<file path="config.mk">
export PLATFORM = sky130hd
export DESIGN_NAME = plss_top
export DESIGN_NICKNAME = d
export VERILOG_FILES = /design/src/rtl/plss_pkg.sv /design/src/rtl/plss_act_blink.sv /design/src/rtl/plss_led_mux.sv /design/src/rtl/plss_top.sv
export VERILOG_INCLUDE_DIRS = /design/src /design/src/rtl
export SDC_FILE = /design/constraint.sdc
export NUM_CORES = 1
export LEC_CHECK = 0
export ABC_AREA = 1
export BUFFER_PORTS_ARGS = -buffer_cell sky130_fd_sc_hd__buf_4
export CORE_MARGIN = 1
export CORE_UTILIZATION = 25
export CTS_CLUSTER_SIZE = 40
export DETAILED_ROUTE_END_ITERATION = 8
export SYNTH_ARGS = -nofsm -noshare
export SYNTH_HDL_FRONTEND = slang
export SYNTH_SLANG_ARGS = --single-unit
</file>
<file path="constraint.sdc">
create_clock -name clk_in -period 1.6 [get_ports clk_in]
set_input_delay 0.24 -clock clk_in [delete_from_list [all_inputs] [get_ports clk_in]]
set_output_delay 0.24 -clock clk_in [all_outputs]
set_load 0.02 [all_outputs]
</file>
<file path="src/rtl/plss_defines.svh">
// offsets, field positions, reset values and timing figures of the led source select block
`ifndef PLSS_DEFINES_SVH
`define PLSS_DEFINES_SVH

// ********************************************************
// register indices (byte address is four times the index)
// ********************************************************
`define PLSS_GAIN_IDX 8'h13
`define PLSS_LED_IDX 8'h17
`define PLSS_XOVER_IDX 8'h18
`define PLSS_STAT_IDX 8'h19
`define PLSS_IDX_HI 9
`define PLSS_IDX_LO 2
`define PLSS_WORD_SIZE 3'h2

// ********************************************************
// reset values and write masks
// ********************************************************
`define PLSS_GAIN_RST 16'h4000
`define PLSS_LED_RST 16'h0010
`define PLSS_XOVER_RST 16'h00c0
`define PLSS_LED_WMASK 16'h00ff

// ********************************************************
// led configuration fields
// ********************************************************
`define PLSS_FIRST_SEL_HI 7
`define PLSS_FIRST_SEL_LO 4
`define PLSS_SECOND_SEL_HI 3
`define PLSS_SECOND_SEL_LO 0

// ********************************************************
// status register bit positions
// ********************************************************
`define PLSS_STAT_FIRST_BIT 0
`define PLSS_STAT_SECOND_BIT 1
`define PLSS_STAT_LINK_BIT 2
`define PLSS_STAT_ACT_BIT 3
`define PLSS_STAT_S100_BIT 4
`define PLSS_STAT_S10_BIT 5
`define PLSS_STAT_FDX_BIT 6
`define PLSS_STAT_FIRST_BAD_BIT 7
`define PLSS_STAT_SECOND_BAD_BIT 8

// ********************************************************
// timing
// ********************************************************
`define PLSS_CLK_MHZ 200
`define PLSS_HOLD_MS 50
`define PLSS_BLINK_MS 25

`endif

</file>
<file path="src/rtl/plss_pkg.sv">
// types shared by the led source select block
package plss_pkg;

  // ********************************************************
  // led source codes
  // ********************************************************
  typedef enum logic [3:0] {
    PLSS_SRC_LINK = 4'h0,
    PLSS_SRC_ACT = 4'h1,
    PLSS_SRC_100 = 4'h5,
    PLSS_SRC_10 = 4'h6,
    PLSS_SRC_FDX = 4'h7,
    PLSS_SRC_LINK_BLINK = 4'h8
  } plss_src_type;

  // ********************************************************
  // activity stretcher states, one-hot
  // ********************************************************
  typedef enum logic [1:0] {
    PLSS_BL_IDLE = 2'b01,
    PLSS_BL_HOLD = 2'b10
  } plss_blink_state_type;

  // ********************************************************
  // live phy status levels
  // ********************************************************
  typedef struct packed {
    logic link_good;
    logic rx_activity;
    logic tx_activity;
    logic speed_100;
    logic speed_10;
    logic full_duplex;
  } plss_phy_status_type;

endpackage

</file>
<file path="src/rtl/plss_act_blink.sv">
// activity stretcher and blink phase generator
`timescale 1ns/1ps
`default_nettype none
module plss_act_blink #(
  parameter int unsigned HOLD_CYCLES = 32'd10,
  parameter int unsigned BLINK_CYCLES = 32'd5
) (
  input wire logic clk_in,
  input wire logic rst_in,
  input wire logic activity_in,
  output logic act_level_out,
  output logic blink_phase_out
);

  plss_pkg::plss_blink_state_type state_q;
  plss_pkg::plss_blink_state_type state_d;
  logic [31:0] hold_q;
  logic [31:0] hold_d;
  logic [31:0] blink_q;
  logic [31:0] blink_d;
  logic phase_q;
  logic phase_d;

  wire blink_wrap = (blink_q == 32'h0);

  // short frames are invisible on a lamp, so activity is held for a visible time
  always_comb begin
    state_d = state_q;
    hold_d = hold_q;
    blink_d = blink_q;
    phase_d = phase_q;
    case (state_q)
      plss_pkg::PLSS_BL_IDLE: begin
        if (activity_in) begin
          state_d = plss_pkg::PLSS_BL_HOLD;
          hold_d = HOLD_CYCLES - 32'h1;
          blink_d = BLINK_CYCLES - 32'h1;
          phase_d = 1'b1;
        end
      end
      plss_pkg::PLSS_BL_HOLD: begin
        blink_d = blink_wrap ? BLINK_CYCLES - 32'h1 : blink_q - 32'h1;
        phase_d = blink_wrap ? ~phase_q : phase_q;
        if (activity_in) begin
          hold_d = HOLD_CYCLES - 32'h1;
        end else if (hold_q == 32'h0) begin
          state_d = plss_pkg::PLSS_BL_IDLE;
          phase_d = 1'b0;
        end else begin
          hold_d = hold_q - 32'h1;
        end
      end
      default: begin
        state_d = plss_pkg::PLSS_BL_IDLE;
        phase_d = 1'b0;
      end
    endcase
  end

  always_ff @(posedge clk_in) begin
    if (rst_in) begin
      state_q <= plss_pkg::PLSS_BL_IDLE;
      hold_q <= 32'h0;
      blink_q <= 32'h0;
      phase_q <= 1'b0;
    end else begin
      state_q <= state_d;
      hold_q <= hold_d;
      blink_q <= blink_d;
      phase_q <= phase_d;
    end
  end

  assign act_level_out = (state_q == plss_pkg::PLSS_BL_HOLD);
  assign blink_phase_out = phase_q;

endmodule
`default_nettype wire

</file>
<file path="src/rtl/plss_led_mux.sv">
// one led output: source selection from a four-bit code
`timescale 1ns/1ps
`default_nettype none
module plss_led_mux (
  input wire logic clk_in,
  input wire logic rst_in,
  input wire logic [3:0] select_in,
  input wire plss_pkg::plss_phy_status_type status_in,
  input wire logic act_level_in,
  input wire logic blink_phase_in,
  output logic led_out,
  output logic select_bad_out
);

  logic src_d;
  logic bad_d;
  logic led_q;

  always_comb begin
    src_d = 1'b0;
    bad_d = 1'b0;
    case (select_in)
      plss_pkg::PLSS_SRC_LINK: src_d = status_in.link_good;
      plss_pkg::PLSS_SRC_ACT: src_d = act_level_in;
      plss_pkg::PLSS_SRC_100: src_d = status_in.speed_100;
      plss_pkg::PLSS_SRC_10: src_d = status_in.speed_10;
      plss_pkg::PLSS_SRC_FDX: src_d = status_in.full_duplex;
      plss_pkg::PLSS_SRC_LINK_BLINK: src_d = status_in.link_good & ~blink_phase_in;
      default: begin
        // reserved codes keep the lamp dark
        src_d = 1'b0;
        bad_d = 1'b1;
      end
    endcase
  end

  always_ff @(posedge clk_in) begin
    if (rst_in) begin
      led_q <= 1'b0;
    end else begin
      led_q <= src_d;
    end
  end

  assign led_out = led_q;
  assign select_bad_out = bad_d;

endmodule
`default_nettype wire

</file>
<file path="src/rtl/plss_top.sv">
// led source select block with its phy management registers behind an ahb-lite slave
//
// Function
// - first led follows the source chosen by config bits 7:4
// - second led follows the source chosen by config bits 3:0
// - code zero shows link good; reset choice of the second led
// - code one shows rx or tx activity; reset choice of the first led
// - codes five, six, seven show 100 mbit, 10 mbit, full duplex
// - code eight lights on link and blinks on activity
// - led config at index 0x17 resets to 0x0010
// - gain control register at index 0x13, read-write, resets to 0x4000
// - crossover control register at index 0x18, read-write, resets to 0x00c0
`timescale 1ns/1ps
`default_nettype none
`include "plss_defines.svh"
module plss_top #(
  parameter int unsigned HOLD_CYCLES = `PLSS_HOLD_MS * 1000 * `PLSS_CLK_MHZ,
  parameter int unsigned BLINK_CYCLES = `PLSS_BLINK_MS * 1000 * `PLSS_CLK_MHZ
) (
  input wire logic clk_in,
  input wire logic rst_in,
  // ahb-lite slave
  input wire logic hsel_in,
  input wire logic [31:0] haddr_in,
  input wire logic [1:0] htrans_in,
  input wire logic hwrite_in,
  input wire logic [2:0] hsize_in,
  input wire logic [31:0] hwdata_in,
  input wire logic hready_in,
  output logic hreadyout_out,
  output logic hresp_out,
  output logic [31:0] hrdata_out,
  // phy side
  input wire plss_pkg::plss_phy_status_type phy_status_in,
  output logic first_indicator_output_out,
  output logic second_indicator_output_out,
  output logic [15:0] gain_control_out,
  output logic [15:0] crossover_control_out
);

  // ********************************************************
  // address decode
  // ********************************************************

  function automatic logic idx_hit(
    input logic [31:0] addr,
    input logic [7:0] idx
  );
    logic upper_zero;
    logic lower_zero;
    upper_zero = (addr[31:`PLSS_IDX_HI+1] == '0);
    lower_zero = (addr[`PLSS_IDX_LO-1:0] == '0);
    return upper_zero && lower_zero && (addr[`PLSS_IDX_HI:`PLSS_IDX_LO] == idx);
  endfunction

  wire addr_phase = hsel_in & hready_in & htrans_in[1];
  wire word_size = (hsize_in == `PLSS_WORD_SIZE);
  wire rd_take = addr_phase & ~hwrite_in;
  // writes of a part word are dropped rather than merged into half a register
  wire wr_take = addr_phase & hwrite_in & word_size;

  wire hit_gain = idx_hit(haddr_in, `PLSS_GAIN_IDX);
  wire hit_led = idx_hit(haddr_in, `PLSS_LED_IDX);
  wire hit_xover = idx_hit(haddr_in, `PLSS_XOVER_IDX);
  wire hit_stat = idx_hit(haddr_in, `PLSS_STAT_IDX);

  // ********************************************************
  // data phase bookkeeping
  // ********************************************************

  logic wr_gain_q;
  logic wr_led_q;
  logic wr_xover_q;

  always_ff @(posedge clk_in) begin
    if (rst_in) begin
      wr_gain_q <= 1'b0;
      wr_led_q <= 1'b0;
      wr_xover_q <= 1'b0;
    end else if (hready_in) begin
      wr_gain_q <= wr_take & hit_gain;
      wr_led_q <= wr_take & hit_led;
      wr_xover_q <= wr_take & hit_xover;
    end
  end

  // ********************************************************
  // registers
  // ********************************************************

  logic [15:0] gain_q;
  logic [15:0] gain_d;
  logic [15:0] led_q;
  logic [15:0] led_d;
  logic [15:0] xover_q;
  logic [15:0] xover_d;

  assign gain_d = wr_gain_q ? hwdata_in[15:0] : gain_q;
  // upper config bits are not stored, so they always read back zero
  assign led_d = wr_led_q ? (hwdata_in[15:0] & `PLSS_LED_WMASK) : led_q;
  assign xover_d = wr_xover_q ? hwdata_in[15:0] : xover_q;

  always_ff @(posedge clk_in) begin
    if (rst_in) begin
      gain_q <= `PLSS_GAIN_RST;
      led_q <= `PLSS_LED_RST;
      xover_q <= `PLSS_XOVER_RST;
    end else begin
      gain_q <= gain_d;
      led_q <= led_d;
      xover_q <= xover_d;
    end
  end

  // ********************************************************
  // selector fields
  // ********************************************************

  wire [3:0] first_sel = led_q[`PLSS_FIRST_SEL_HI:`PLSS_FIRST_SEL_LO];
  wire [3:0] second_sel = led_q[`PLSS_SECOND_SEL_HI:`PLSS_SECOND_SEL_LO];

  // ********************************************************
  // activity stretch and blink
  // ********************************************************

  logic act_level;
  logic blink_phase;

  wire any_activity = phy_status_in.rx_activity | phy_status_in.tx_activity;

  plss_act_blink #(
    .HOLD_CYCLES(HOLD_CYCLES),
    .BLINK_CYCLES(BLINK_CYCLES)
  ) u_blink (
    .clk_in(clk_in),
    .rst_in(rst_in),
    .activity_in(any_activity),
    .act_level_out(act_level),
    .blink_phase_out(blink_phase)
  );

  // ********************************************************
  // led source multiplexers
  // ********************************************************

  logic first_led;
  logic second_led;
  logic first_bad;
  logic second_bad;

  plss_led_mux u_first_mux (
    .clk_in(clk_in),
    .rst_in(rst_in),
    .select_in(first_sel),
    .status_in(phy_status_in),
    .act_level_in(act_level),
    .blink_phase_in(blink_phase),
    .led_out(first_led),
    .select_bad_out(first_bad)
  );

  plss_led_mux u_second_mux (
    .clk_in(clk_in),
    .rst_in(rst_in),
    .select_in(second_sel),
    .status_in(phy_status_in),
    .act_level_in(act_level),
    .blink_phase_in(blink_phase),
    .led_out(second_led),
    .select_bad_out(second_bad)
  );

  // ********************************************************
  // status word
  // ********************************************************

  logic [31:0] stat_word;

  always_comb begin
    stat_word = 32'h0;
    stat_word[`PLSS_STAT_FIRST_BIT] = first_led;
    stat_word[`PLSS_STAT_SECOND_BIT] = second_led;
    stat_word[`PLSS_STAT_LINK_BIT] = phy_status_in.link_good;
    stat_word[`PLSS_STAT_ACT_BIT] = act_level;
    stat_word[`PLSS_STAT_S100_BIT] = phy_status_in.speed_100;
    stat_word[`PLSS_STAT_S10_BIT] = phy_status_in.speed_10;
    stat_word[`PLSS_STAT_FDX_BIT] = phy_status_in.full_duplex;
    stat_word[`PLSS_STAT_FIRST_BAD_BIT] = first_bad;
    stat_word[`PLSS_STAT_SECOND_BAD_BIT] = second_bad;
  end

  // ********************************************************
  // read data
  // ********************************************************

  // reads look at the next values so a read right behind a write sees the new data
  wire [31:0] rd_gain = hit_gain ? {16'h0, gain_d} : 32'h0;
  wire [31:0] rd_led = hit_led ? {16'h0, led_d} : 32'h0;
  wire [31:0] rd_xover = hit_xover ? {16'h0, xover_d} : 32'h0;
  wire [31:0] rd_stat = hit_stat ? stat_word : 32'h0;
  wire [31:0] rd_value = rd_gain | rd_led | rd_xover | rd_stat;

  logic [31:0] hrdata_q;

  always_ff @(posedge clk_in) begin
    if (rst_in) begin
      hrdata_q <= 32'h0;
    end else if (hready_in) begin
      hrdata_q <= rd_take ? rd_value : 32'h0;
    end
  end

  // ********************************************************
  // outputs
  // ********************************************************

  // every access completes without wait states, so the bus never stalls here
  assign hreadyout_out = 1'b1;
  assign hresp_out = 1'b0;
  assign hrdata_out = hrdata_q;

  assign first_indicator_output_out = first_led;
  assign second_indicator_output_out = second_led;

  assign gain_control_out = gain_q;
  assign crossover_control_out = xover_q;

endmodule
`default_nettype wire

</file>
==> impl_metrics.env, run 1 <==
export IMPL_status="complete, but fails checks"
export IMPL_violations="negative setup slack"
export IMPL_synth_top_area_share_pct=36.0
export IMPL_cts_tree="done"
export IMPL_syn_avg_cell_area_um2=6.67
export IMPL_muxShareOfSynthArea_pct=0.132
export IMPL_num_antenna_cells=0
export IMPL_holdWs_ns=0.0760
export IMPL_synth_top_family_by_area="simple AND/OR/NAND/NOR gates"
export IMPL_fillers=3068
export IMPL_grt_overflow_total=0
export IMPL_async_flop_share_pct=0
export IMPL_yosysUniqueCellTypes=43
export IMPL_area_delta_synth_final_pct=43.5
export IMPL_die_x_um=176
export IMPL_synth_compound_area_share_pct=10.7
export IMPL_synthSimpleGateAreaFrac_pct=39.5
export IMPL_io_pins=148
export IMPL_setup_violations=7
export IMPL_seq_area_frac_synth_pct=36.0
export IMPL_initial_core_util_pct=25.5
export IMPL_vdd_ir_drop_worst_mv=0.846
export IMPL_yosysWarnings=0
export IMPL_route_vias_total=7866
export IMPL_synthCells=1134
export IMPL_cts_hold_buffers_added=0
export IMPL_synth_xor_area_share_pct=1.82
export IMPL_synth_most_common_cell="nand2_1"
export IMPL_dr_pass1_iters=5
export IMPL_synth_edff_count=0
export IMPL_die_h_um=176
export IMPL_seqCellArea_um2=2750
export IMPL_cp_required_ns=1.96
export IMPL_period_minus_slack_ns=1.62
export IMPL_root_buffer="clkbuf_16"
export IMPL_coreArea_um2=29700
export IMPL_endpoint_kind="register"
export IMPL_rsz0062_at_grt="true"
export IMPL_num_nets_final=1433
export IMPL_clockBufferDepth=2
export IMPL_finalHoldViolCount=0
export IMPL_powerDensity_nw_per_um2=1260
export IMPL_antenna_found_initial=0
export IMPL_dpl_instance_area_um2=9500
export IMPL_slew_viol_final=0
export IMPL_routedWlPerCell_um=13.1
export IMPL_cts_buffers=17
export IMPL_drive_gt1_share_pct=33.0
export IMPL_setup_ws_ns=-0.0217
export IMPL_cap_violations=0
export IMPL_yosys_top_cells_area="dfxtp_1, nand2_1, nor2_1, inv_1, nand3_1"
export IMPL_synthTopCellsByCount="nand2_1, nor2_1, dfxtp_1, inv_1, nand3_1"
export IMPL_max_freq_mhz=617
export IMPL_path_class="register to register"
export IMPL_hold_class="input pin to register"
export IMPL_io_buffers=112
export IMPL_dr_first_iter_drc_count=520
export IMPL_post_route_drc_count=0
export IMPL_grt_pass1_vias=7534
export IMPL_ys_seq_elements=136
export IMPL_yosysTopAreaCell="dfxtp_1"
export IMPL_leakagePower_nw=4.77
export IMPL_clock_skew_final_ns=0.0129
export IMPL_grt_total_usage_pct=14.9
export IMPL_fin_area_um2=10900
export IMPL_multi_input_area_um2=4580
export IMPL_crit_arrival_ns=1.98
export IMPL_fin_util_pct=36.5
export IMPL_post_drt_via_cell_ratio=4.49
export IMPL_ant_nets=0
export IMPL_grt_pass1_wl_um=37200
export IMPL_clock_sinks=136
export IMPL_cts_htree_levels=4
export IMPL_wirelength_um=22900
export IMPL_row_count=63
export IMPL_synth_fa_ha_area_share_pct=0.992
export IMPL_critPathMaxFanout=4
export IMPL_synthFlopType="dfxtp_1"
export IMPL_mappedNetlistArea_um2=7570
export IMPL_gp_congestion=0.832
export IMPL_fin_setup_tns_ns=-0.0572
export IMPL_grt_max_degree=94
export IMPL_final_period_utilization_pct=101
export IMPL_startpoint_type="register"
export IMPL_clock_latency_ns=0.43
export IMPL_dieArea_um2=31000
export IMPL_post_dp_hpwl_um=16300
export IMPL_clk_pin_slew_ns=0.07
==> kinds of logic (layout without fill, tap and decap cells) <==
logic type                 Yosys count  count (layout)
and+or+nand+nor                    637             637
other                                2              18
muxes                                1               1
xor gates and xnor gates            14              14
adders and majority gates            6               6
DFF                                136             136
AOI/OAI and AO/OA                  156             156
buffers and inverters              182             392
==> worst paths after layout <==
check,startpoint,to,slack (ns),depth (start not counted)
worst min register to register,led_q[9]$_SDFF_PP0_,led_q[9]$_SDFF_PP0_,0.44,2
worst max register to register,u_blink.hold_q[1]$_SDFFE_PP0P_,u_blink.hold_q[25]$_SDFFE_PP0P_,-0.02,10
worst max-delay path,u_blink.hold_q[1]$_SDFFE_PP0P_,u_blink.hold_q[25]$_SDFFE_PP0P_,-0.02,10
worst min-delay path,hwdata_in[7],crossover_control_out[7]$_SDFF_PP1_,0.08,3
==> placed cells by master, fill, tap and decap left out, types with 19 or more instances in the layout <==
cell type,n
buf_4,216
dfxtp_1,119
nand2_1,221
nor2_1,148
a21oi_1,49
o21ai_1,20
nand3_1,66
nand2_2,25
nor2_2,37
nand3b_1,35
nand4_1,19
inv_1,105
nor2_4,25
o21ai_0,56
==> critical path, cell delays in order, from the launching register on <==
cell and delay, ns:
dfxtp_1 0.32, inv_2 0.08, nand3_1 0.16, buf_4 0.19, nor3_4 0.20, nand3_2 0.13
nor2_4 0.17, nand3_2 0.11, nand2_1 0.07, nand2_1 0.04, nor2_1 0.08
==> state kept, by name, summed over array words and instances (netlist names), 2 cells and up <==
register and cells:
u_blink.hold_q 32, u_blink.blink_q 32, hrdata_out 16, gain_control_out 16, crossover_control_out 16, led_q 16, u_blink.state_q 2
==> layer usage <==
| metal | share of wire (%) | vias to the layer above | track usage [%] | routed length, um |
|---|---|---|---|---|
| li1 | - | 4042 | - | - |
| met1 | 46 | 3618 | 19.3 | 10600 |
| met2 | 48 | 184 | 25.0 | 11100 |
| met3 | 4.1 | 22 | 2.95 | 943 |
| met4 | 1.4 | 0 | 4.42 | 318 |
| met5 | 0 | - | 0 | 0 |
==> report_power, final <==
group	switching, W	total, W	internal, W
Clock	0.00179	0.00420	0.00242
Combinational	0.00300	0.00540	0.00240
Sequential	0.000378	0.00409	0.00371
==> per-stage QoR <==
step / setup WS, ns / instances / total power [W]
floorplan: 0.00464 / 1150 / 0.00661
global placement: -0.138 / 1699 / 0.00817
detailed placement: -0.202 / 1699 / 0.00824
CTS: -0.0197 / 1739 / 0.0128
global route: -0.137 / 1750 / 0.0145
finish: -0.0217 / 1750 / 0.0137
==> area by class of cell <==
type,count,area share (%)
multi-input cells,832,42.2
flip-flops and latches,136,25.3
repair buffers,237,17.9
well taps,390,4.49
inverters,123,4.48
clock buffers,18,4.04
clock inverters,14,1.62
==> timing repair <==
item	CTS	global route
gates resized for setup	50	132
buffers inserted	8	10
cloned	0	1
endpoints found under the setup margin	60	67
pin swaps	9	39
Note: power is estimated with default switching activity, not from simulation.
==> run 2: changes to the inputs <==
--- a/config.mk
+++ b/config.mk
@@ -10,6 +10,7 @@
 export BUFFER_PORTS_ARGS = -buffer_cell sky130_fd_sc_hd__buf_4
 export CORE_MARGIN = 1
 export CORE_UTILIZATION = 25
+export CTS_BUF_LIST = sky130_fd_sc_hd__clkbuf_8
 export CTS_CLUSTER_SIZE = 40
 export DETAILED_ROUTE_END_ITERATION = 8
 export SYNTH_ARGS = -nofsm -noshare
==> run 2 against run 1 <==
Effect of this change: the flow still finishes with violations (negative setup slack); clock power shrank 25%; sequential cell count is the same; maximum frequency shrank 0.81%; register-to-register slack is essentially flat; total power shrank 6.4%; worst setup slack lost 0.013 ns; via count grew 0.44%; combinational power grew 3%; sequential power is essentially flat; first-iteration DRC count shrank 6.3%; critical path type unchanged; critical endpoint is now u_blink.hold_q[29]$_SDFFE_PP0P_; highest routed layer unchanged.
==> impl_metrics.env, run 2 (synthesis gave the netlist of run 1 again) <==
export IMPL_crit_arrival_ns=1.99
export IMPL_startpoint_type="register"
export IMPL_grt_max_degree=94
export IMPL_cp_required_ns=1.95
export IMPL_post_route_drc_count=0
export IMPL_fin_util_pct=36.4
export IMPL_slew_viol_final=0
export IMPL_finalHoldViolCount=0
export IMPL_grt_pass1_vias=7570
export IMPL_num_antenna_cells=0
export IMPL_slowest_delay_ns=0.34
export IMPL_fin_setup_tns_ns=-0.444
export IMPL_path_class="register to register"
export IMPL_dieArea_um2=31000
export IMPL_gp_congestion=0.832
export IMPL_dr_first_iter_drc_count=487
export IMPL_ant_nets=0
export IMPL_placed_cells=1699
export IMPL_crit_end="u_blink.hold_q[29]$_SDFFE_PP0P_"
export IMPL_power_frac_comb_pct=43.5
export IMPL_clock_sinks=136
export IMPL_post_dp_hpwl_um=16300
export IMPL_leakagePower_nw=4.69
export IMPL_rr_startpoint="u_blink.hold_q[15]$_SDFFE_PP0P_"
export IMPL_setup_ws_ns=-0.0350
export IMPL_dr_pass1_iters=5
export IMPL_clk_pin_slew_ns=0.11
export IMPL_die_h_um=176
export IMPL_num_nets_final=1434
export IMPL_grt_overflow_total=0
export IMPL_pre_cts_slack_ns=-0.202
export IMPL_path_buf_inv=2
export IMPL_p_int_w=0.00768
export IMPL_clock_latency_ns=0.47
export IMPL_post_drt_via_cell_ratio=4.51
export IMPL_critPathMaxFanout=7
export IMPL_r2r_setup_slack_ns=-0.04
export IMPL_cts_hold_buffers_added=0
export IMPL_tightest_slew_ns=0.502
export IMPL_cp_slowest_cell="dfxtp_2"
export IMPL_status="complete, but fails checks"
export IMPL_initial_core_util_pct=25.5
export IMPL_worst_r2r_path_depth=13
export IMPL_vdd_ir_drop_worst_mv=0.587
export IMPL_violations="negative setup slack"
export IMPL_p_sw_w=0.00514
export IMPL_cts_htree_levels=4
export IMPL_clock_skew_final_ns=0.0228
export IMPL_grt_total_usage_pct=14.9
export IMPL_slew_headroom_pct=66.5
export IMPL_route_vias_total=7901
export IMPL_clkPwrFrac_pct=24.6
export IMPL_powerDensity_nw_per_um2=1190
export IMPL_root_buffer="clkbuf_8"
export IMPL_holdWs_ns=0.0455
export IMPL_max_freq_mhz=612
export IMPL_path_depth=13
export IMPL_io_pins=148
export IMPL_r2r_end="u_blink.hold_q[29]$_SDFFE_PP0P_"
export IMPL_area_delta_synth_final_pct=42.8
export IMPL_cap_violations=0
export IMPL_cp_cell_sequence="nor2_2, nand2_2, inv_2, nand2_4, nor2_2, nand2_2, nand2_4, nand2_8, buf_12, nand3b_2, nand2_1, nand2_1, nor2_1"
export IMPL_swShare_pct=40.1
export IMPL_setup_violations=26
export IMPL_layout_commonest_cell="nand2_1"
export IMPL_hold_class="input pin to register"
export IMPL_routedWlPerCell_um=13.2
export IMPL_fin_cells=1751
export IMPL_crit_family="simple AND/OR/NAND/NOR gates"
export IMPL_grt_pass1_wl_um=37000
export IMPL_endpoint_kind="register"
export IMPL_reg_largest_list="u_blink.blink_q: 32 flops, u_blink.hold_q: 32 flops"
export IMPL_cts_tree="done"
export IMPL_layout_common_cells="nand2_1, buf_4, nor2_1"
export IMPL_die_x_um=176
export IMPL_crit_start="u_blink.hold_q[15]$_SDFFE_PP0P_"
export IMPL_row_count=63
export IMPL_drive_gt1_share_pct=34.4
export IMPL_wirelength_um=23000
export IMPL_clockBufferDepth=2
export IMPL_seqPwrFrac_pct=31.9
export IMPL_io_buffers=112
export IMPL_antenna_found_initial=0
export IMPL_rsz0062_at_grt="true"
export IMPL_period_minus_slack_ns=1.64
export IMPL_final_period_utilization_pct=102
export IMPL_cts_buffers=17
export IMPL_coreArea_um2=29700
run 2: worst reg2reg max path, cell delays in order (launching register included):
cell	delay (ns)
dfxtp_2	0.34
nor2_2	0.16
nand2_2	0.09
inv_2	0.07
nand2_4	0.05
nor2_2	0.13
nand2_2	0.09
nand2_4	0.11
nand2_8	0.10
buf_12	0.16
nand3b_2	0.07
nand2_1	0.05
nand2_1	0.05
nor2_1	0.03
run 2: power groups by stage:
| stage | clock (W) | combinational, W | sequential [W] |
|---|---|---|---|
| 2_1_floorplan | 0 | 0.00261 | 0.00400 |
| 3_3_place_gp | 0 | 0.00413 | 0.00404 |
| 3_5_place_dp | 0 | 0.00419 | 0.00404 |
| 4_1_cts | 0.00323 | 0.00456 | 0.00400 |
| 5_1_grt | 0.00340 | 0.00607 | 0.00414 |
| 6_report | 0.00315 | 0.00557 | 0.00409 |
run 2: stage by stage:
stage / total power (W) / cell area, um2
floorplan: 0.00661 / 7630
global route: 0.0136 / 10800
CTS: 0.0118 / 10200
detailed placement: 0.00824 / 9500
finish: 0.0128 / 10800
global placement: 0.00817 / 9500
run 2: repair_timing:
item	4_1_cts	5_1_grt
resized for setup	54	157
buffers inserted	7	11
pin swaps	6	35
endpoints found under the setup margin	63	67
cloned	0	2
run 2: worst min path at each step:
stage                         startpoint                             endpoint  cells after the start
global route                hwdata_in[6]  crossover_control_out[6]$_SDFF_PP1_                      3
global placement     led_q[8]$_SDFF_PP0_                  led_q[8]$_SDFF_PP0_                      2
CTS                         hwdata_in[7]  crossover_control_out[7]$_SDFF_PP1_                      3
floorplan                  hwdata_in[14]      gain_control_out[14]$_SDFF_PP1_                      2
finish                     hwdata_in[14]      gain_control_out[14]$_SDFF_PP1_                      3
detailed placement  led_q[14]$_SDFF_PP0_                 led_q[14]$_SDFF_PP0_                      2
run 2: routing by layer:
layer / routed length, um / GRT usage, %
met1: 10700 / 19.0
met5: 0 / 0
met2: 11200 / 25.0
met4: 374 / 5.43
met3: 832 / 2.56
run 2: cell type report:
cell class	count	area [um2]
sequential	136	2760
tap	390	488
fill	3084	18900
timing repair inverter	1	6.26
clock buffer	18	248
timing repair buffer	237	1960
multi-input combinational	832	4680
clock inverter	14	176
inverter	123	484
==> run 3: changes to the inputs <==
--- a/config.mk
+++ b/config.mk
@@ -8,11 +8,16 @@
 export LEC_CHECK = 0
 export ABC_AREA = 1
 export BUFFER_PORTS_ARGS = -buffer_cell sky130_fd_sc_hd__buf_4
+export CAP_MARGIN = 25
+export CELL_PAD_IN_SITES_DETAIL_PLACEMENT = 1
+export CELL_PAD_IN_SITES_GLOBAL_PLACEMENT = 1
 export CORE_MARGIN = 1
 export CORE_UTILIZATION = 25
 export CTS_BUF_LIST = sky130_fd_sc_hd__clkbuf_8
 export CTS_CLUSTER_SIZE = 40
 export DETAILED_ROUTE_END_ITERATION = 8
+export PLACE_DENSITY_LB_ADDON = 0.1
+export SLEW_MARGIN = 0
 export SYNTH_ARGS = -nofsm -noshare
 export SYNTH_HDL_FRONTEND = slang
 export SYNTH_SLANG_ARGS = --single-unit
==> run 3 against run 2 <==
Effect of this change: the flow still finishes with violations (negative setup slack); sequential cell count unchanged; register-to-register slack worse by 0.03 ns; clock power about the same; die area unchanged; total power up 2.2%; clock-buffer cell count up 1; utilization up 1.3 points; clock skew down 0.0054 ns; non-clock buffer count up 44; final cell count up 2.5%; worst setup slack worse by 0.031 ns; sequential power about the same.
==> impl_metrics.env, run 3 (synthesis gave the netlist of run 1 again) <==
export IMPL_hold_class="input pin to register"
export IMPL_fin_cells=1795
export IMPL_dr_first_iter_drc_count=280
export IMPL_vdd_ir_drop_worst_mv=0.557
export IMPL_cap_violations=0
export IMPL_drive_gt1_share_pct=37.0
export IMPL_grt_overflow_total=0
export IMPL_seqPwrFrac_pct=31.1
export IMPL_max_freq_mhz=600
export IMPL_crit_arrival_ns=2.02
export IMPL_root_buffer="clkbuf_8"
export IMPL_wirelength_um=26500
export IMPL_routedWlPerCell_um=14.8
export IMPL_ant_nets=0
export IMPL_fin_setup_tns_ns=-0.826
export IMPL_p_sw_w=0.00534
export IMPL_clkPwrFrac_pct=24.0
export IMPL_post_dp_hpwl_um=19800
export IMPL_grt_pass1_wl_um=42500
export IMPL_io_pins=148
export IMPL_slowest_delay_ns=0.36
export IMPL_grt_total_usage_pct=17.4
export IMPL_leakagePower_nw=4.96
export IMPL_cts_tree="done"
export IMPL_post_route_drc_count=0
export IMPL_rsz0062_at_grt="true"
export IMPL_initial_core_util_pct=25.5
export IMPL_path_class="register to register"
export IMPL_row_count=63
export IMPL_clock_sinks=136
export IMPL_post_drt_via_cell_ratio=4.51
export IMPL_setup_violations=27
export IMPL_fin_area_um2=11200
export IMPL_dieArea_um2=31000
export IMPL_die_h_um=176
export IMPL_clock_latency_ns=0.47
export IMPL_endpoint_kind="register"
export IMPL_grt_pass1_vias=8304
export IMPL_cp_slowest_cell="dfxtp_1"
export IMPL_worst_r2r_path_depth=12
export IMPL_cts_buffers=17
export IMPL_route_vias_total=8101
export IMPL_cp_cell_sequence="nor2_2, nand2_2, inv_2, nand2_1, nor2_2, nand2_2, nand2_4, nand2_8, buf_12, nand2_4, xor2_2, nor2_1"
export IMPL_setup_ws_ns=-0.0665
export IMPL_dpl_instance_area_um2=9870
export IMPL_slew_viol_final=0
export IMPL_area_delta_synth_final_pct=47.9
export IMPL_period_minus_slack_ns=1.67
export IMPL_grt_max_degree=75
export IMPL_worstHoldPathCells=5
export IMPL_status="complete, but fails checks"
export IMPL_layout_commonest_cell="buf_4"
export IMPL_num_nets_final=1478
export IMPL_gp_congestion=0.776
export IMPL_swShare_pct=40.7
export IMPL_power_frac_comb_pct=44.9
export IMPL_cts_htree_levels=4
export IMPL_die_x_um=176
export IMPL_p_int_w=0.00777
export IMPL_num_antenna_cells=0
export IMPL_clock_skew_final_ns=0.0174
export IMPL_clockBufferDepth=2
export IMPL_violations="negative setup slack"
export IMPL_critPathMaxFanout=10
export IMPL_io_buffers=112
export IMPL_reg_largest_list="u_blink.blink_q: 32 flops, u_blink.hold_q: 32 flops"
export IMPL_final_period_utilization_pct=104
export IMPL_coreArea_um2=29700
export IMPL_antenna_found_initial=0
export IMPL_dr_pass1_iters=4
export IMPL_finalHoldViolCount=0
export IMPL_clk_pin_slew_ns=0.10
export IMPL_powerDensity_nw_per_um2=1170
export IMPL_cp_required_ns=1.96
export IMPL_startpoint_type="register"
export IMPL_layout_common_cells="buf_4, nand2_1, nor2_1"
export IMPL_placed_cells=1745
[run 3: cell count changes in the layout (fill, tap and decap cells not counted), moves of 6 or more]
| cell | before | now |
|---|---|---|
| o21ai_2 | 8 | 14 |
| dfxtp_2 | 20 | 14 |
| dfxtp_1 | 113 | 119 |
| buf_4 | 212 | 256 |
| nand3_1 | 66 | 60 |
[run 3: final timing paths]
check / from / to / slack [ns]
setup / recovery: u_blink.hold_q[22]$_SDFFE_PP0P_ / u_blink.hold_q[18]$_SDFFE_PP0P_ / -0.07
hold / removal: hwdata_in[15] / gain_control_out[15]$_SDFF_PP0_ / 0.14
setup reg to reg: u_blink.hold_q[22]$_SDFFE_PP0P_ / u_blink.hold_q[18]$_SDFFE_PP0P_ / -0.07
hold reg to reg: led_q[9]$_SDFF_PP0_ / led_q[9]$_SDFF_PP0_ / 0.44
[run 3: final cells by class]
cell class | instances | area, um2
clock inverter | 13 | 155
sequential | 136 | 2750
timing repair buffer | 281 | 2290
multi-input combinational | 832 | 4750
tap | 390 | 488
timing repair inverter | 1 | 6.26
clock buffer | 19 | 262
inverter | 123 | 492
fill | 3663 | 18500
[run 3: power by group through the flow]
stage	clock network (W)	logic, W	registers [W]
global route	0.00340	0.00644	0.00413
global placement	0	0.00462	0.00402
floorplan	0	0.00261	0.00400
finish	0.00314	0.00589	0.00408
detailed placement	0	0.00468	0.00402
CTS	0.00327	0.00504	0.00398
[run 3: metal layers]
layer	GRT usage, %	up-vias	share of wire (%)
li1	-	4140	-
met1	23.1	3828	49
met2	28.7	120	47
met3	3.51	13	3.4
met4	4.38	0	0.76
met5	0	-	0
[run 3: critical path, delay by kind of cell (launching register included)]
family | cells | cell delay [ns]
AND/OR/NAND/NOR | 9 | 0.84
flip-flops | 1 | 0.36
buffers and inverters | 2 | 0.22
XOR/XNOR | 1 | 0.12
[run 3: repair_timing]
action / 4_1_cts / 5_1_grt
pin swaps: 20 / 51
gates resized for setup: 64 / 162
hold buffers: 3 / 0
setup endpoints to repair: 66 / 67
cloned: 0 / 1
hold endpoints to repair: 3 / 0
buffers inserted: 5 / 10
[run 3: stage by stage]
step                power [W]  setup WS (ns)  hold WS [ns]  utilization [%]
CTS                    0.0123        -0.0994         0.102             35.6
global placement      0.00864         -0.145         0.424             33.2
detailed placement    0.00870         -0.196         0.430             33.2
global route           0.0140         -0.211         0.160             37.7
floorplan             0.00661        0.00464         0.385                -
finish                 0.0131        -0.0665         0.138             37.7
